[src/shared/dsq_consts.svh]
// Timing, width and reset constants for the buffered output sequencer.
`ifndef DSQ_CONSTS_SVH
`define DSQ_CONSTS_SVH

`define DSQ_CLK_HZ           100000000
`define DSQ_MAX_RATE_SPS     1000000
`define DSQ_DEF_RATE_SPS     320000
`define DSQ_MIN_PERIOD_CYC   ((`DSQ_CLK_HZ + `DSQ_MAX_RATE_SPS - 1) / `DSQ_MAX_RATE_SPS)
`define DSQ_DEF_PERIOD_CYC   ((`DSQ_CLK_HZ + `DSQ_DEF_RATE_SPS - 1) / `DSQ_DEF_RATE_SPS)
`define DSQ_DATA_W           16
`define DSQ_DIV_W            16
`define DSQ_DATA_RST         16'h0000

`endif

[src/shared/dsq_pkg.sv]
// Types shared by the buffered output sequencer files.
package dsq_pkg;

	typedef struct packed {
		logic        eof;
		logic [15:0] data;
	} out_word_t;

	typedef struct packed {
		logic group_mode;
		logic int_clk_sel;
		logic out_clk_en;
		logic rate_gen_en;
	} ctl_t;

	typedef enum logic [2:0] {
		ST_IDLE   = 3'b001,
		ST_LOAD   = 3'b010,
		ST_COMMIT = 3'b100
	} seq_state_t;

endpackage

[src/core/out_fifo.sv]
// Output sample FIFO with registered read data and a flush.
`timescale 1ns/1ps
module out_fifo #(
	parameter int W     = 17,
	parameter int DEPTH = 4
) (
	// Clock and reset.
	input  logic                   clk_i,
	input  logic                   arst_n_i,
	input  logic                   flush_i,
	// Fill side.
	input  logic                   wr_valid_i,
	input  logic [W-1:0]           wr_data_i,
	output logic                   wr_ready_o,
	// Drain side; data appear in the cycle after the pop.
	output logic                   rd_valid_o,
	input  logic                   rd_ready_i,
	output logic [W-1:0]           rd_data_o,
	output logic [$clog2(DEPTH):0] level_o
);
	localparam int AW = $clog2(DEPTH);

	logic [W-1:0]  mem [DEPTH];
	logic [AW-1:0] wp_ff;
	logic [AW-1:0] nxt_wp;
	logic [AW-1:0] rp_ff;
	logic [AW-1:0] nxt_rp;
	logic [AW:0]   cnt_ff;
	logic [AW:0]   nxt_cnt;
	logic [W-1:0]  rd_ff;
	logic [W-1:0]  nxt_rd;
	logic          push;
	logic          pop;

	// Ready drops during a flush, so a word offered then is held, not silently lost.
	assign wr_ready_o = (cnt_ff != (AW+1)'(DEPTH)) & ~flush_i;
	assign rd_valid_o = cnt_ff != '0;
	assign push       = wr_valid_i & wr_ready_o & ~flush_i;
	assign pop        = rd_valid_o & rd_ready_i & ~flush_i;
	assign rd_data_o  = rd_ff;
	assign level_o    = cnt_ff;

	// Pointers wrap naturally, so DEPTH must be a power of two.
	always_comb begin
		nxt_wp  = wp_ff;
		nxt_rp  = rp_ff;
		nxt_rd  = rd_ff;
		nxt_cnt = cnt_ff + (AW+1)'(push) - (AW+1)'(pop);
		if (push) begin
			nxt_wp = wp_ff + 1'b1;
		end
		if (pop) begin
			nxt_rp = rp_ff + 1'b1;
			nxt_rd = mem[rp_ff];
		end
		if (flush_i) begin
			nxt_wp  = '0;
			nxt_rp  = '0;
			nxt_cnt = '0;
		end
	end

	always_ff @(posedge clk_i or negedge arst_n_i) begin
		if (!arst_n_i) begin
			wp_ff  <= '0;
			rp_ff  <= '0;
			cnt_ff <= '0;
			rd_ff  <= '0;
		end else begin
			wp_ff  <= nxt_wp;
			rp_ff  <= nxt_rp;
			cnt_ff <= nxt_cnt;
			rd_ff  <= nxt_rd;
		end
	end

	always_ff @(posedge clk_i) begin
		if (push) begin
			mem[wp_ff] <= wr_data_i;
		end
	end
endmodule

[src/core/dac_output_buffer_sequencer.sv]
// Buffered analog output sequencer: FIFO, sample clock choice and channel update.
// Behaviour
// RULE1: Group mode holds values and drives all active channels once group complete.
// RULE2: Group mode: first channel's value waits in FIFO, outputs unchanged until complete.
// RULE3: Internal clock select high takes the update clock from the rate generator.
// RULE4: Updates need output clock gate and generator enable; generator starts at default rate. With the external clock, only the gate is needed.
// RULE5: Flush discards all stored values and leaves the FIFO empty.
// RULE6: Threshold flag low whenever fill level is below programmed threshold.
// RULE7: Host should set threshold to a quarter of its load block size.
// RULE8: Updates never exceed maximum rate; faster writes stay queued, never dropped.
// RULE9: FIFO accepts loading at full transfer rate without losing values.
// RULE10: Host must load faster than sample rate times active channel count.
// RULE11: Host waits for flag low, writes a whole block, and repeats.
// RULE12: Writing the rate generator value sets the internal sample clock frequency.
// RULE13: Without group mode each value updates its own channel on the next tick.
// RULE14: End-of-frame bit ignored; only the low sixteen data bits are used.
// RULE15: Internal clock select low takes the update clock from the external input.
// RULE16: Threshold flag returns high once level is at or above threshold.
// RULE17: Values leave in write order and fill active channels in ascending order.
`timescale 1ns/1ps
`include "dsq_consts.svh"
module dac_output_buffer_sequencer #(
	parameter int NUM_CH = 2,
	parameter int DEPTH  = 4
) (
	// Clock and reset.
	input  logic                                 clk_i,
	input  logic                                 arst_n_i,
	// Sample load stream.
	input  logic                                 wr_valid_i,
	input  dsq_pkg::out_word_t                   wr_data_i,
	output logic                                 wr_ready_o,
	// Control bits.
	input  dsq_pkg::ctl_t                        ctl_i,
	input  logic [NUM_CH-1:0]                    active_i,
	input  logic                                 flush_i,
	input  logic [$clog2(DEPTH):0]               thresh_i,
	input  logic                                 rate_wr_i,
	input  logic [`DSQ_DIV_W-1:0]                rate_div_i,
	input  logic                                 ext_clk_i,
	// Status.
	output logic                                 thresh_flag_o,
	output logic [$clog2(DEPTH):0]               level_o,
	// Channel outputs.
	output logic [NUM_CH-1:0][`DSQ_DATA_W-1:0]  dac_val_o,
	output logic [NUM_CH-1:0]                    dac_upd_o
);
	import dsq_pkg::*;

	localparam int CW       = (NUM_CH > 1) ? $clog2(NUM_CH) : 1;
	localparam int LOAD_MAX = 40;
	localparam logic [`DSQ_DIV_W-1:0] MIN_PER = `DSQ_DIV_W'(`DSQ_MIN_PERIOD_CYC);
	localparam logic [`DSQ_DIV_W-1:0] DEF_PER = `DSQ_DIV_W'(`DSQ_DEF_PERIOD_CYC);

	// ************************************************************
	// Channel helpers
	// ************************************************************
	function automatic logic [CW-1:0] next_active(input logic [NUM_CH-1:0] m,
						       input logic [CW-1:0] cur);
		logic [CW-1:0] res;
		int            idx;
		res = cur;
		for (int i = NUM_CH; i >= 1; i--) begin
			idx = (int'(cur) + i) % NUM_CH;
			if (m[idx]) begin
				res = CW'(idx);
			end
		end
		return res;
	endfunction

	function automatic logic [CW:0] count_active(input logic [NUM_CH-1:0] m);
		logic [CW:0] n;
		n = '0;
		for (int i = 0; i < NUM_CH; i++) begin
			n = n + (CW+1)'(m[i]);
		end
		return n;
	endfunction

	// ************************************************************
	// Sample FIFO
	// ************************************************************
	logic      rd_valid;
	logic      rd_ready;
	out_word_t rd_data;

	// Depth covers a full group and a 100 MHz fill outpaces any loading rate.
	out_fifo #(.W($bits(out_word_t)), .DEPTH(DEPTH)) u_fifo (
		.clk_i      (clk_i),
		.arst_n_i   (arst_n_i),
		.flush_i    (flush_i), // RULE5
		.wr_valid_i (wr_valid_i),
		.wr_data_i  (wr_data_i),
		.wr_ready_o (wr_ready_o), // RULE9
		.rd_valid_o (rd_valid),
		.rd_ready_i (rd_ready),
		.rd_data_o  (rd_data),
		.level_o    (level_o)
	);

	// ************************************************************
	// Sample clock
	// ************************************************************
	logic [`DSQ_DIV_W-1:0] div_ff;
	logic [`DSQ_DIV_W-1:0] nxt_div;
	logic [`DSQ_DIV_W-1:0] gen_ff;
	logic [`DSQ_DIV_W-1:0] nxt_gen;
	logic [`DSQ_DIV_W-1:0] hold_ff;
	logic [`DSQ_DIV_W-1:0] nxt_hold;
	logic                  ext_q_ff;
	logic                  thr_ff;
	logic                  nxt_thr;
	logic                  gen_tick;
	logic                  raw_tick;
	logic                  sample_tick;

	always_comb begin
		nxt_div = div_ff;
		if (rate_wr_i) begin
			nxt_div = (rate_div_i < MIN_PER) ? MIN_PER : rate_div_i; // RULE12 RULE8
		end
		gen_tick = 1'b0;
		nxt_gen  = gen_ff - 1'b1;
		if (!ctl_i.rate_gen_en) begin
			nxt_gen = div_ff - 1'b1;
		end else if (gen_ff == '0) begin
			gen_tick = 1'b1;
			nxt_gen  = div_ff - 1'b1;
		end
		// The external clock is sampled as a level, so only its rising edge counts.
		raw_tick = ctl_i.out_clk_en & (ctl_i.int_clk_sel ? gen_tick // RULE3 RULE4
						: (ext_clk_i & ~ext_q_ff)); // RULE15
		sample_tick = raw_tick & (hold_ff == '0); // RULE8
		nxt_hold    = (hold_ff == '0) ? hold_ff : hold_ff - 1'b1;
		if (sample_tick) begin
			nxt_hold = MIN_PER - 1'b1;
		end
		nxt_thr = int'(level_o) >= int'(thresh_i); // RULE6 RULE16
	end

	always_ff @(posedge clk_i or negedge arst_n_i) begin
		if (!arst_n_i) begin
			div_ff   <= DEF_PER;
			gen_ff   <= DEF_PER;
			hold_ff  <= '0;
			ext_q_ff <= 1'b0;
			thr_ff   <= 1'b0;
		end else begin
			div_ff   <= nxt_div;
			gen_ff   <= nxt_gen;
			hold_ff  <= nxt_hold;
			ext_q_ff <= ext_clk_i;
			thr_ff   <= nxt_thr;
		end
	end

	assign thresh_flag_o = thr_ff;

	// ************************************************************
	// Group sequencer
	// ************************************************************
	seq_state_t        state_ff;
	seq_state_t        nxt_state;
	logic [CW:0]       left_ff;
	logic [CW:0]       nxt_left;
	logic [CW-1:0]     ch_ff;
	logic [CW-1:0]     nxt_ch;
	logic [CW-1:0]     last_ff;
	logic [CW-1:0]     nxt_last;
	logic [CW-1:0]     cap_ch_ff;
	logic [CW-1:0]     nxt_cap_ch;
	logic              cap_ff;
	logic              nxt_cap;
	logic              grp_ff;
	logic              nxt_grp;
	logic [NUM_CH-1:0] mask_ff;
	logic [NUM_CH-1:0] nxt_mask;
	logic [NUM_CH-1:0] loaded_ff;
	logic [NUM_CH-1:0] nxt_loaded;
	logic [CW:0]       grp_n;
	logic              start;
	logic              pop;

	// A group starts only when all of its values already sit in the FIFO.
	assign grp_n = (active_i == '0) ? '0
		: (ctl_i.group_mode ? count_active(active_i) : (CW+1)'(1)); // RULE1 RULE13
	assign start = sample_tick & (state_ff == ST_IDLE) & (grp_n != '0)
		& (int'(level_o) >= int'(grp_n)); // RULE2 RULE8
	assign rd_ready = (state_ff == ST_LOAD) & (left_ff != '0);
	assign pop      = rd_ready & rd_valid & ~flush_i;

	always_comb begin
		nxt_state  = state_ff;
		nxt_left   = left_ff;
		nxt_ch     = ch_ff;
		nxt_last   = last_ff;
		nxt_cap    = 1'b0;
		nxt_cap_ch = cap_ch_ff;
		nxt_grp    = grp_ff;
		nxt_mask   = mask_ff;
		nxt_loaded = loaded_ff;
		case (state_ff)
			ST_IDLE: begin
				if (start) begin
					nxt_state  = ST_LOAD;
					nxt_left   = grp_n;
					nxt_grp    = ctl_i.group_mode;
					nxt_mask   = active_i;
					nxt_loaded = '0;
					nxt_ch     = next_active(active_i, ctl_i.group_mode
							? CW'(NUM_CH - 1) : last_ff); // RULE17
				end
			end
			ST_LOAD: begin
				if (pop) begin
					nxt_left   = left_ff - 1'b1;
					nxt_cap    = 1'b1;
					nxt_cap_ch = ch_ff;
					nxt_last   = ch_ff;
					nxt_ch     = next_active(mask_ff, ch_ff); // RULE17
				end
				if (cap_ff) begin
					nxt_loaded[cap_ch_ff] = 1'b1;
				end
				if (left_ff == '0 && cap_ff) begin
					nxt_state = ST_COMMIT;
				end
			end
			ST_COMMIT: begin
				nxt_state = ST_IDLE;
			end
			default: begin
				nxt_state = ST_IDLE;
			end
		endcase
		if (flush_i) begin
			nxt_state = ST_IDLE; // RULE5
			nxt_cap   = 1'b0;
		end
	end

	always_ff @(posedge clk_i or negedge arst_n_i) begin
		if (!arst_n_i) begin
			state_ff  <= ST_IDLE;
			left_ff   <= '0;
			ch_ff     <= '0;
			last_ff   <= CW'(NUM_CH - 1);
			cap_ff    <= 1'b0;
			cap_ch_ff <= '0;
			grp_ff    <= 1'b0;
			mask_ff   <= '0;
			loaded_ff <= '0;
		end else begin
			state_ff  <= nxt_state;
			left_ff   <= nxt_left;
			ch_ff     <= nxt_ch;
			last_ff   <= nxt_last;
			cap_ff    <= nxt_cap;
			cap_ch_ff <= nxt_cap_ch;
			grp_ff    <= nxt_grp;
			mask_ff   <= nxt_mask;
			loaded_ff <= nxt_loaded;
		end
	end

	// ************************************************************
	// Channel registers
	// ************************************************************
	for (genvar c = 0; c < NUM_CH; c++) begin : g_ch
		logic [`DSQ_DATA_W-1:0] shadow_ff;
		logic [`DSQ_DATA_W-1:0] nxt_shadow;
		logic [`DSQ_DATA_W-1:0] val_ff;
		logic [`DSQ_DATA_W-1:0] nxt_val;
		logic                   upd_ff;
		logic                   nxt_upd;

		always_comb begin
			nxt_shadow = shadow_ff;
			if (cap_ff && cap_ch_ff == CW'(c)) begin
				nxt_shadow = rd_data.data; // RULE14
			end
			nxt_val = val_ff;
			nxt_upd = 1'b0;
			if (state_ff == ST_COMMIT && loaded_ff[c]) begin
				nxt_val = shadow_ff; // RULE1 RULE13
				nxt_upd = 1'b1;
			end
		end

		always_ff @(posedge clk_i or negedge arst_n_i) begin
			if (!arst_n_i) begin
				shadow_ff <= `DSQ_DATA_RST;
				val_ff    <= `DSQ_DATA_RST;
				upd_ff    <= 1'b0;
			end else begin
				shadow_ff <= nxt_shadow;
				val_ff    <= nxt_val;
				upd_ff    <= nxt_upd;
			end
		end

		assign dac_val_o[c] = val_ff;
		assign dac_upd_o[c] = upd_ff;
	end

	// ************************************************************
	// Checks
	// ************************************************************
	logic [`DSQ_DIV_W-1:0] gap_ff;

	always_ff @(posedge clk_i or negedge arst_n_i) begin
		if (!arst_n_i) begin
			gap_ff <= '1;
		end else if (sample_tick) begin
			gap_ff <= '0;
		end else if (gap_ff != '1) begin
			gap_ff <= gap_ff + 1'b1;
		end
	end
endmodule

[config.mk]
export PLATFORM = sky130hd
export DESIGN_NAME = dac_output_buffer_sequencer
export DESIGN_NICKNAME = d
export VERILOG_FILES = /design/src/shared/dsq_pkg.sv /design/src/core/out_fifo.sv /design/src/core/dac_output_buffer_sequencer.sv
export VERILOG_INCLUDE_DIRS = /design/src /design/src/shared
export SDC_FILE = /design/constraint.sdc
export NUM_CORES = 1
export LEC_CHECK = 0
export ABC_CLOCK_PERIOD_IN_PS = 2300
export BUFFER_PORTS_ARGS = -buffer_cell sky130_fd_sc_hd__buf_4
export CORE_MARGIN = 2
export CORE_UTILIZATION = 50
export CTS_CLUSTER_DIAMETER = 200
export DETAILED_ROUTE_END_ITERATION = 6
export GPL_TIMING_DRIVEN = 1
export PLACE_DENSITY = 0.7
export SLEW_MARGIN = 20
export SYNTH_ARGS = -nofsm -noshare
export SYNTH_HDL_FRONTEND = slang
export SYNTH_SLANG_ARGS = --single-unit
[constraint.sdc]
create_clock -name clk_i -period 2.3 [get_ports clk_i]
set_input_delay 0.46 -clock clk_i [delete_from_list [all_inputs] [get_ports clk_i]]
set_output_delay 0.46 -clock clk_i [all_outputs]
set_load 0.02 [all_outputs]
**Word level (Yosys, flattened, before mapping)**

Memories as Yosys holds them, arrays and structs flattened. A register that Yosys moved wholly into a read port is not among the register bits.
Cells that the tools add are included.

- Div/mod/pow operators: 0
- Magnitude comparators: 9
- Multiply operators: 0
- Shift operators: 0
- Bitwise gates (word level): 20
- Add/sub/neg operators: 13
- Multiplexer cells: 54
- Reductions and logical operators: 23
- Eq/ne operators: 11

Operators with widths:

| cell | count |
|---|---|
| two-way mux 16 bit | 5 |
| subtractor 16 x 1 -> 16 bit, second input constant | 3 |
| logical NOT 16 bit | 2 |
| two-way mux 1 bit | 30 |
| two-way mux 2 bit | 10 |
| less-than comparator 16 x 7 -> 1 bit, second input constant | 1 |
| AND 1 bit | 12 |
| less-than comparator 2 x 3 -> 1 bit, second input constant | 4 |
| two-way mux 3 bit | 4 |
| nonzero test 2 bit | 5 |
| case mux 2 bit (2 select lines) | 2 |
| logical AND 1 bit | 6 |
| != test 2 bit, second input constant | 3 |
| != test 3 bit, second input constant | 2 |
| case mux 3 bit (2 select lines) | 1 |
| AND reduction 2 bit | 3 |
| AND reduction 3 bit | 2 |
| adder 1 bit, second input constant | 4 |
| adder 2 x 1 -> 2 bit, second input constant | 2 |
| AND 1 bit, first input constant | 4 |
| logical NOT 2 bit | 2 |
| AND reduction 4 bit | 1 |
| adder 3 x 1 -> 3 bit | 1 |
| equality test 3 x 1 -> 1 bit, second input constant | 1 |
| 18 further kinds | 20 |

- ROM bits: 0
- RAM bits: 68
- Latch bits: 0
- Word-level logic and storage cells: 153
- Input bits: 48
- Output and inout bits: 39
- Bits in registers: 136
- Memories: 1

Memory list:

| name | depth | bits a word | rd ports | clocked after memory_dff | wr ports | RTL line | source |
|---|---|---|---|---|---|---|---|
| u_fifo.mem | 4 | 17 | 1 | 1 | 1 | out_fifo.sv:23 | `logic [W-1:0] mem [DEPTH];` |

**Longest topological paths before layout**

Gate-level depths: netlist (run 1).

- Depth in word-level cells: 12
- Gate-level depth with buffers: 11
- Mapped depth without buffers: 11

**By module**

Synthesis (run 1) repeated with hierarchy kept, for this count alone.

- Cell total of the unflattened synthesis: 648
- Area, all modules: 9456.6 um^2

Modules (own cells, without submodules):

| module | area each (um^2) | cells each | times used | seq. area each (um^2) |
|---|---|---|---|---|
| dac_output_buffer_sequencer | 5808.1 | 478 | 1 | 3243.1 |
| out_fifo | 3648.5 | 170 | 1 | 2642.5 |

**Least setup slack after synthesis (run 1)**

OpenSTA, ideal clock, no wires.

- Path type: input port to flip-flop
- Start point: in active_i[0]
- End point: reg ch_ff
- Required time: 2166 ps
- Buffers on the path: 0
- Cell stages on the path: 11
- Arrival: 2337 ps
- Setup time: 134 ps
- Path slack: -170 ps
- Path through: inv_1 ha_1 nand2b_1 nor2b_1 ha_1 nand2b_1 a211o_1 nor3b_2 a21oi_2 or4b_1 o211ai_1

- Word-level cells in the longest chain between the ends: 8
- Elaborated cells on any way between the ends: 20
- Classes of those cells: 1 x add/sub; 1 x order compare; 1 x eq/ne; 12 x mux; 2 x bitwise; 3 x reduce/logical

Ends and longest elaborated chain:

| element | RTL line | source |
|---|---|---|
| start, declared | dac_output_buffer_sequencer.sv:35 | `input logic [NUM_CH-1:0] active_i,` |
| branches (longest 8 deep; another with >= comparator 3 x 2 -> 1 bit) | -- |  |
| end signal, assigned | dac_output_buffer_sequencer.sv:257 | `ch_ff <= nxt_ch;` |
| end, declared | dac_output_buffer_sequencer.sv:167 | `logic [CW-1:0] ch_ff;` |

Parallel ways; which one is timed is not known. The select of a mux whose other input is x is not followed.
A chain may end at the register's enable or synchronous reset.

**Final worst setup path (run 1)**

- Start point: reg gen_ff[1]
- End point: reg ch_ff

- Word-level cells in the longest chain between the ends: 11

Ends and longest elaborated chain:

| element | RTL line | source |
|---|---|---|
| start, declared | dac_output_buffer_sequencer.sv:107 | `` logic [`DSQ_DIV_W-1:0] gen_ff; `` |
| start signal, assigned | dac_output_buffer_sequencer.sv:151 | `gen_ff <= nxt_gen;` |
| logical NOT 16 bit | dac_output_buffer_sequencer.sv:127 | `end else if (gen_ff == '0) begin` |
| two-way mux 1 bit | dac_output_buffer_sequencer.sv:127 |  |
| two-way mux 1 bit | dac_output_buffer_sequencer.sv:125 | `if (!ctl_i.rate_gen_en) begin` |
| two-way mux 1 bit | dac_output_buffer_sequencer.sv:132 | `raw_tick = ctl_i.out_clk_en & (ctl_i.int_clk_sel ? gen_tick` |
| AND 1 bit | dac_output_buffer_sequencer.sv:132 |  |
| AND 1 bit | dac_output_buffer_sequencer.sv:134 | `sample_tick = raw_tick & (hold_ff == '0);` |
| AND 1 bit (2 in a row) | dac_output_buffer_sequencer.sv:188 | `assign start = sample_tick & (state_ff == ST_IDLE) & (grp_n != '0)` |
| AND 1 bit | dac_output_buffer_sequencer.sv:189 | `& (int'(level_o) >= int'(grp_n));` |
| != test 2 bit (no line) | -- |  |
| AND reduction 4 bit (no line) | -- |  |

Every way passes these cells.

==> results of run 1 <==
-- Yosys cell counts (all sizes together), types with 6 or more instances --
master and instances:
ha 19, mux4 16, nand2 39, nor2b 7, buf 10, and3 6, edfxtp 64, nor4 15
inv 23, xor2 18, nor3 14, nor2 43, dfrtp 140, o21ai 18, clkbuf 11, mux2 92
dfstp 12, xnor2 21, a21oi 18
-- cell type report --
type	count	area, um^2
Clock inverter	6	73.82
Sequential cell	216	5741
Inverter	23	98.84
Multi-Input combinational cell	384	3405
Clock buffer	35	668.1
Tap cell	229	286.5
Timing Repair Buffer	125	957.2
Fill cell	1367	6795
-- worst min-delay path by stage --
| stage | start | endpoint | slack (ns) | cells past startpoint |
|---|---|---|---|---|
| after global placement | arst_n_i | hold_ff[3] | 0.46 | 1 |
| after global routing | ext_clk_i | ext_q_ff | 0.05 | 1 |
| after detailed placement | arst_n_i | hold_ff[4] | 0.46 | 1 |
| after CTS | ext_clk_i | ext_q_ff | 0.04 | 1 |
| final | ext_clk_i | ext_q_ff | 0.06 | 1 |
| after floorplan | arst_n_i | cap_ch_ff | 0.16 | 0 |
-- worst max-delay path, stage by stage, from the launching register on --
cell and delay (ns):
dfrtp_1 0.40, inv_1 0.08, ha_1 0.14, nor3b_1 0.27, nand4_2 0.22, o21ai_4 0.29, a21oi_2 0.09, or4b_1 0.52
o211ai_1 0.09
-- placed cells by master, fill, tap and decap left out, types with 3 or more instances in the layout --
master	n
nand4_2	3
or3_1	5
nor4_4	5
nor4b_4	3
a21oi_1	17
and3_1	6
ha_1	18
nor2b_1	4
nor3_1	13
mux2_2	90
xnor2_1	21
nor2_1	43
nand3_1	3
or4_1	4
edfxtp_1	64
nor2b_4	3
dfstp_2	12
nand2b_1	3
o31ai_1	3
nor4_1	8
buf_4	122
inv_1	21
nand2_1	39
clkinv_2	3
clkbuf_8	4
mux4_2	16
mux2i_1	3
clkbuf_1	6
clkbuf_16	23
o21ai_0	16
dfrtp_1	140
xor2_1	18
-- registers in the layout (all words and copies together) (netlist names), 3 cells and up --
| register | cells |
|---|---|
| u_fifo.mem | 64 |
| g_ch.shadow_ff | 32 |
| g_ch.val_ff | 32 |
| div_ff | 16 |
| gen_ff | 16 |
| hold_ff | 16 |
| u_fifo.rd_data_o | 16 |
| state_ff | 3 |
| u_fifo.level_o | 3 |
-- routing by layer --
metal / GRT usage (%) / part of all wire (%) / vias up
met1: 25.18 / 44 / 2756
met4: 4.421 / 1.9 / 0
li1: - / - / 2578
met2: 31.96 / 51 / 100
met3: 2.667 / 3.1 / 31
met5: 0 / 0 / -
-- kinds of logic after synthesis --
group | count (synthesis) | share of synthesized area, %
flip-flops | 216 | 62.09
AND/OR/NAND/NOR | 160 | 10.42
multiplexers | 111 | 15.51
AO/OA/AOI/OAI | 54 | 3.532
buffers and inverters | 44 | 1.962
XOR/XNOR | 39 | 3.695
adder cells (fa/ha/maj) | 20 | 2.788
-- what timing repair did --
action / 4_1_cts / 5_1_grt
endpoints found under the hold margin: 42 / 0
setup buffers: 0 / 2
endpoints found under the setup margin: 0 / 4
hold buffers: 1 / 0
resized for setup: 0 / 6
-- where the power goes --
part	leakage (uW)	internal [uW]	total, uW	switching, uW
Sequential	0.00257	4240	4550	314
Clock	0.000369	2130	3590	1450
Combinational	0.00208	463	931	468
-- metrics by stage --
step	hold slack, ns	util (%)	area (um^2)	setup TNS (ns)	total power (uW)
after floorplan	0.1644	-	9285	-0.2666	5161
after global placement	0.4553	57.84	10430	-0.7292	5465
after detailed placement	0.4642	57.84	10430	-1.012	5523
after CTS	0.03993	62.02	11180	0	9138
after global routing	0.04957	62.30	11230	-0.008260	9483
final	0.06300	62.30	11230	0	9068
==> results.py, run 1 <==
metrics = {
    "status": {
        "status": "complete, no violations",
    },
    "detailed_routing": {
        "first_iter_violations": 322,
        "ant_nets": 0,
        "first_pass_iters": 6,
        "vias": 5465,
        "wl_per_cell_um": 17.41,
        "routed_wl_mm": 17.72,
        "via_per_inst": 5.368,
        "drc": 0,
    },
    "grt": {
        "grt_antenna_before_repair": 0,
        "grtUsageTotal_pct": 18.54,
        "grt_overflow": 0,
        "grt_max_degree": 61,
        "grt_pass1_vias": 5781,
        "grt_pass1_wl_mm": 29.46,
    },
    "yosys": {
        "ys_seq_elements": 216,
        "synth_area_leaders": "dfrtp_1 38%, edfxtp_1 21%, mux2_2 11%, mux4_2 3.9%, dfstp_2 3.4%",
        "synth_nets": 712,
        "synth_edf_count": 64,
        "synth_cells": 644,
        "synth_top_area_cell": "dfrtp_1",
        "ys.warnings.count": 0,
        "synth_largest_type_area_fraction_pct": 37.89,
        "yosys_most_used_dff": "dfrtp_1",
        "postSynth.asyncResetShare_pct": 70.37,
        "syn_area_mm2": 0.009245,
        "avgSynthCellArea_um2": 14.36,
        "yosysSeqAreaShare_pct": 62.09,
        "ys_types": 62,
    },
    "clocking": {
        "cts_tree": "built",
        "cts.clk_slew.worst_paths_ns": 0.06,
        "htreeDepth": 1,
        "clock-root-buffer": "clkbuf_16",
        "numCtsBuffers": 23,
        "cts_sinks": 216,
        "cts_max_path_buffers": 3,
        "clk_latency_ns": 0.51,
    },
    "final_layout": {
        "antenna_cells": 0,
        "fin_nets": 841,
        "drive_gt1_share_pct": 38.66,
        "stdcell_count": 1018,
        "syn_to_final_growth_pct": 21.46,
    },
    "die": {
        "start_util_pct": 51.29,
        "fp.coreArea_mm2": 0.01802,
        "die_y_um": 140.0,
        "die-area_mm2": 0.01959,
        "design.portCount": 87,
        "row_count": 49,
        "die_w_um": 140.0,
    },
    "pwr": {
        "power_density_mw_per_mm2": 807.5,
        "leakage_uw": 0.005015,
        "vdd_drop_max_mv": 0.8316,
    },
    "setup_path": {
        "crit_path_end_kind": "flip-flop",
        "rrSetupSlack_ns": 0.11,
        "timing.rr.start": "gen_ff[1]",
        "reg2reg_to": "ch_ff",
        "critical_path_class": "reg2reg",
        "rr_worst_depth": 8,
        "critPathCapture": "ch_ff",
        "critPathRequiredTime_ns": 2.73,
        "startpoint": "gen_ff[1]",
        "crit_arrival_ns": 2.62,
        "crit_fanout": 5,
        "start_kind": "flip-flop",
    },
    "sta": {
        "skew_ns": 0.007524,
        "layout_setup_ws_ns": 0.1060,
        "hold_violations": 0,
        "max_slew_margin_pct": 62.80,
        "max_clock_freq_mhz": 455.8,
        "timing.final.crit_share_pct": 95.39,
        "tightest_slew_ns": 0.5531,
        "setup_viol": 0,
        "final_max_slew_viol_count": 0,
        "period_minus_slack_ns": 2.194,
    },
    "placed_design": {
        "dp_hpwl_mm": 12.27,
        "place_ws_ns": -0.3273,
        "dp.cells": 974,
        "place_congestion": 0.7982,
        "numPortBuffers": 85,
    },
    "hold_path": {
        "worst_hold_path_type": "in2reg",
    },
    "flow_run": {
        "cap_violations": 0,
    },
}
Power figures use the tool's default switching activity.
==> inputs of run 2 (changes only) <==
--- a/config.mk
+++ b/config.mk
@@ -8,7 +8,7 @@
 export LEC_CHECK = 0
 export ABC_CLOCK_PERIOD_IN_PS = 2300
 export BUFFER_PORTS_ARGS = -buffer_cell sky130_fd_sc_hd__buf_4
-export CORE_MARGIN = 2
+export CORE_MARGIN = 5
 export CORE_UTILIZATION = 50
 export CTS_CLUSTER_DIAMETER = 200
 export DETAILED_ROUTE_END_ITERATION = 6
==> run 2 against run 1 <==
Effect of this change:
- design area increased by 0.47%
- final cell count about the same
- count of clock-buffer cells in the layout decreased by 1
- critical path depth decreased by 2
- worst setup slack improved by 0.039 ns
- combinational power about the same
- die area increased by 8.8%
- critical endpoint is now mask_ff[1]
- highest routed layer unchanged
==> results.py, run 2 (synthesized netlist as in run 1, its figures left out) <==
metrics = {
    "sta": {
        "hold_violations": 0,
        "rsz0062_at_grt": "no",
        "max_clock_freq_mhz": 464.1,
        "period_minus_slack_ns": 2.155,
        "setup_viol": 0,
        "skew_ns": 0.007080,
        "tightest_slew_ns": 0.7687,
        "fin_tns_setup_ns": 0,
        "final_max_slew_viol_count": 0,
        "max_slew_margin_pct": 48.63,
        "whs_ns": 0.06333,
        "timing.final.crit_share_pct": 93.68,
    },
    "final_layout": {
        "drive_gt1_share_pct": 38.83,
        "fin_util_pct": 62.38,
        "antenna_cells": 0,
        "final_common_cell": "dfrtp_1",
        "reg_top3": "u_fifo.mem (64), g_ch.shadow_ff (32), g_ch.val_ff (32)",
        "largest-register": "u_fifo.mem",
        "layout_common_cells": "140 x dfrtp_1, 119 x buf_4, 90 x mux2_2",
        "fin_nets": 839,
        "syn_to_final_growth_pct": 22.03,
        "largest_register_ffs": 64,
    },
    "setup_path": {
        "crit_fanout": 5,
        "crit_arrival_ns": 2.55,
        "rrSetupSlack_ns": 0.15,
        "rr_worst_depth": 6,
        "reg2reg_to": "mask_ff[1]",
        "critPathRequiredTime_ns": 2.70,
        "startpoint": "hold_ff[8]",
        "critical_path_class": "reg2reg",
        "critPathCapture": "mask_ff[1]",
        "crit_path_end_kind": "flip-flop",
        "timing.rr.start": "hold_ff[8]",
        "start_kind": "flip-flop",
    },
    "grt": {
        "grt_overflow": 0,
        "grt_pass1_wl_mm": 30.25,
        "grt_pass1_vias": 5889,
        "grtUsageTotal_pct": 17.23,
        "grt_max_degree": 58,
        "grt_antenna_before_repair": 0,
    },
    "placed_design": {
        "numPortBuffers": 85,
        "place_congestion": 0.8329,
        "dp_hpwl_mm": 12.75,
    },
    "detailed_routing": {
        "wl_per_cell_um": 17.60,
        "via_per_inst": 5.330,
        "vias": 5421,
        "first_pass_iters": 4,
        "routed_wl_mm": 17.90,
        "first_iter_violations": 250,
        "ant_nets": 0,
        "drc": 0,
    },
    "pwr": {
        "leakage_uw": 0.005033,
        "total_power_uw": 9292,
        "vdd_drop_max_mv": 0.5222,
        "power_density_mw_per_mm2": 823.6,
    },
    "die": {
        "die_y_um": 146.0,
        "design.portCount": 87,
        "die-area_mm2": 0.02131,
        "row_count": 49,
        "fp.coreArea_mm2": 0.01809,
        "die_w_um": 146.0,
        "start_util_pct": 51.12,
    },
    "clocking": {
        "cts_tree": "built",
        "cts.clk_slew.worst_paths_ns": 0.06,
        "htreeDepth": 1,
        "cts_sinks": 216,
        "post_cts_buffers": 0,
        "numCtsBuffers": 23,
        "clock-root-buffer": "clkbuf_16",
        "cts_max_path_buffers": 3,
        "clk_latency_ns": 0.51,
    },
    "hold_path": {
        "min-delay-start": "ext_clk_i",
        "worst_hold_path_type": "in2reg",
        "worstHoldPathCells": 1,
    },
    "status": {
        "status": "complete, no violations",
    },
    "flow_run": {
        "cap_violations": 0,
    },
}
==> run 2: worst max-delay path, cell delays in order, from the launching register on <==
cell	delay (ns)
dfrtp_1	0.43
or4_4	0.58
nor3_4	0.15
nand4_2	0.22
nor2b_4	0.24
nand3b_4	0.11
mux2_4	0.30
==> run 2: how the worst min path moves through the flow <==
| stage | end |
|---|---|
| 2_1_floorplan | cap_ch_ff |
| 3_3_place_gp | ext_q_ff |
| 3_5_place_dp | ext_q_ff |
| 4_1_cts | ext_q_ff |
| 5_1_grt | ext_q_ff |
| 6_report | ext_q_ff |
==> run 2: timing repair <==
item                                   in CTS  in global routing
resized for setup                           0                  5
hold buffers                                1                  0
setup endpoints to repair                   0                  8
endpoints found under the hold margin      48                  0
==> run 2: cell type report <==
cell class                      instances  area [um^2]
Multi-Input combinational cell        384         3393
Inverter                               23        98.84
Timing Repair Buffer                  123        954.7
Clock inverter                          8        110.1
Clock buffer                           34        698.2
Tap cell                              229        286.5
Sequential cell                       216         5741
Fill cell                            1337         6804
==> run 2: per-layer routing <==
layer,part of all wire [%],track usage (%),vias to the layer above
li1,-,-,2577
met1,44,22.92,2720
met2,49,29.19,90
met3,4.1,3.426,34
met4,2.4,4.657,0
met5,0,0,-
==> run 2: power by group <==
| group | switching (uW) | internal (uW) |
|---|---|---|
| combinational | 472 | 459 |
| clock | 1470 | 2340 |
| sequential | 309 | 4240 |
| total | 2250 | 7040 |
==> run 2: per-stage QoR <==
step | std cells | area, um^2 | worst slack, ns
4_1_cts | 1017 | 11260 | 0.05904
2_1_floorplan | 644 | 9285 | -0.09719
3_5_place_dp | 974 | 10440 | -0.3389
5_1_grt | 1017 | 11280 | 0.003799
6_report | 1017 | 11280 | 0.1454
3_3_place_gp | 974 | 10440 | -0.2705
==> inputs of run 3 (changes only) <==
==> constraint.sdc (replaced) <==
create_clock -name clk_i -period 2.3 [get_ports clk_i]
set_input_delay 0.46 -clock clk_i [delete_from_list [all_inputs] [get_ports clk_i]]
set_output_delay 0.46 -clock clk_i [all_outputs]
set_load 0.1 [all_outputs]
==> run 3 against run 2 <==
Effect of this change:
- utilization is 0.12 points higher
- register-to-register slack worse by 0.09 ns
- global-route usage rose by 0.19 points
- critical path depth rose by 3
- worst setup slack got worse by 0.091 ns
- combinational power up 7%
- die area did not move
- clock power decreased by 6.3%
- power decreased by 1.8%
- sequential power about the same
- via count increased by 0.85%
- critical path type unchanged
==> results.py, run 3 (synthesized netlist as in run 1, its figures left out) <==
metrics = {
    "die": {
        "die-area_mm2": 0.02131,
        "die_w_um": 146.0,
        "start_util_pct": 51.12,
        "design.portCount": 87,
        "fp.coreArea_mm2": 0.01809,
        "row_count": 49,
        "die_y_um": 146.0,
    },
    "clocking": {
        "clk_latency_ns": 0.51,
        "numCtsBuffers": 24,
        "cts_sinks": 216,
        "cts_max_path_buffers": 3,
        "cts_tree": "built",
        "clock-root-buffer": "clkbuf_16",
        "cts.clk_slew.worst_paths_ns": 0.06,
        "htreeDepth": 1,
    },
    "placed_design": {
        "dp_hpwl_mm": 12.70,
        "place_congestion": 0.8162,
        "post_dp_cell_area_mm2": 0.01047,
        "numPortBuffers": 85,
        "dp.cells": 970,
    },
    "sta": {
        "max_slew_margin_pct": 43.46,
        "tightest_slew_ns": 0.8461,
        "whs_ns": 0.06831,
        "period_minus_slack_ns": 2.245,
        "final_max_slew_viol_count": 0,
        "setup_viol": 0,
        "max_clock_freq_mhz": 445.4,
        "hold_violations": 0,
        "timing.final.crit_share_pct": 97.62,
        "skew_ns": 0.01163,
    },
    "setup_path": {
        "slowest_stage": "or4_1",
        "critical_path_class": "reg2reg",
        "timing.rr.start": "hold_ff[1]",
        "startpoint": "hold_ff[1]",
        "start_kind": "flip-flop",
        "crit_arrival_ns": 2.64,
        "crit_chain": "inv_1 -> ha_1 -> nor4b_2 -> nand4_2 -> buf_4 -> nand2_1 -> or3_4 -> or4_1 -> xnor2_1",
        "crit_path_end_kind": "flip-flop",
        "max_stage_delay_ns": 0.43,
        "crit_fanout": 4,
        "critPathRequiredTime_ns": 2.69,
    },
    "pwr": {
        "power_density_mw_per_mm2": 807.3,
        "total_power_uw": 9125,
        "vdd_drop_max_mv": 0.6258,
        "leakage_uw": 0.005010,
    },
    "final_layout": {
        "design_area_mm2": 0.01130,
        "stdcell_count": 1019,
        "syn_to_final_growth_pct": 22.26,
        "antenna_cells": 0,
        "fin_nets": 841,
        "drive_gt1_share_pct": 40.38,
        "layout_common_cells": "137 x dfrtp_1, 119 x buf_4, 90 x mux2_2",
        "fillCellCount": 1364,
        "final_common_cell": "dfrtp_1",
        "reg_top3": "u_fifo.mem (64), g_ch.shadow_ff (32), g_ch.val_ff (32)",
        "largest_register_ffs": 64,
        "largest-register": "u_fifo.mem",
    },
    "flow_run": {
        "cap_violations": 0,
    },
    "grt": {
        "grt_overflow": 0,
        "grt_max_degree": 64,
        "grtUsageTotal_pct": 17.42,
        "grt_antenna_before_repair": 0,
        "grt_pass1_vias": 5811,
        "grt_pass1_wl_mm": 30.57,
    },
    "detailed_routing": {
        "first_iter_violations": 185,
        "ant_nets": 0,
        "routed_wl_mm": 18.14,
        "vias": 5467,
        "first_pass_iters": 4,
        "wl_per_cell_um": 17.81,
        "via_per_inst": 5.365,
        "drc": 0,
    },
    "hold_path": {
        "worst_hold_path_type": "in2reg",
        "min-delay-start": "ext_clk_i",
    },
    "status": {
        "status": "complete, no violations",
    },
}
## run 3: cell count changes in the layout (fill, tap and decap cells not counted), sizes merged
cell and delta:
clkbuf -6, clkinvlp +1, inv -2, bufinv -1, buf +1, clkinv +9
## run 3: what timing repair did
item / CTS / global route
resized for setup: 0 / 7
endpoints found under the setup margin: 0 / 7
hold buffers: 1 / 0
hold endpoints to repair: 50 / 0
setup buffers: 0 / 5
## run 3: where the power goes
group / internal (uW) / switching, uW
combinational: 474 / 528
sequential: 4240 / 316
clock: 2090 / 1480
total: 6800 / 2320
## run 3: cell type report
cell class                 instances  area [um^2]  area share [%]
clock buffer                      28        635.6           5.623
sequential                       216         5752           50.89
multi-input combinational        384         3443           30.46
clock inverter                    15        112.6          0.9962
timing repair buffer             124        974.7           8.623
inverter                          23        98.84          0.8745
tap                              229        286.5           2.535
## run 3: layer usage
layer / vias to the layer above / wire [um] / part of all wire [%] / GRT usage [%]
met5: - / 0 / 0 / 0
met4: 0 / 436 / 2.4 / 4.892
met3: 33 / 660 / 3.6 / 2.990
met2: 96 / 9081 / 50 / 29.50
met1: 2761 / 7966 / 44 / 23.43
li1: 2577 / - / - / -
## run 3: path summary, 6_finish.rpt
kind	to	slack, ns	depth (start not counted)
min in group asynchronous	hold_ff[3]	0.51	2
max in group asynchronous	last_ff	1.08	3
min	ext_q_ff	0.07	1
min reg2reg	hold_ff[14]	0.49	1
max	hold_ff[15]	0.05	9
max reg2reg	hold_ff[15]	0.05	9
## run 3: worst max-delay path: cells and delay by family, from the launching register on
kind,cells,cell delay (ns)
adders and majority gates,1,0.19
DFF,1,0.39
buffers and inverters,2,0.22
xor gates and xnor gates,1,0.14
and+or+nand+nor,5,1.18
## run 3: through the flow
step / setup slack [ns] / TNS (ns) / utilization, %
final: 0.05480 / 0 / 62.50
after global routing: -0.01822 / -0.01822 / 62.50
after CTS: 0.04357 / 0 / 62.09
after detailed placement: -0.3213 / -0.9534 / 57.90
after global placement: -0.2658 / -0.7315 / 57.90
after floorplan: -0.2053 / -0.5087 / -
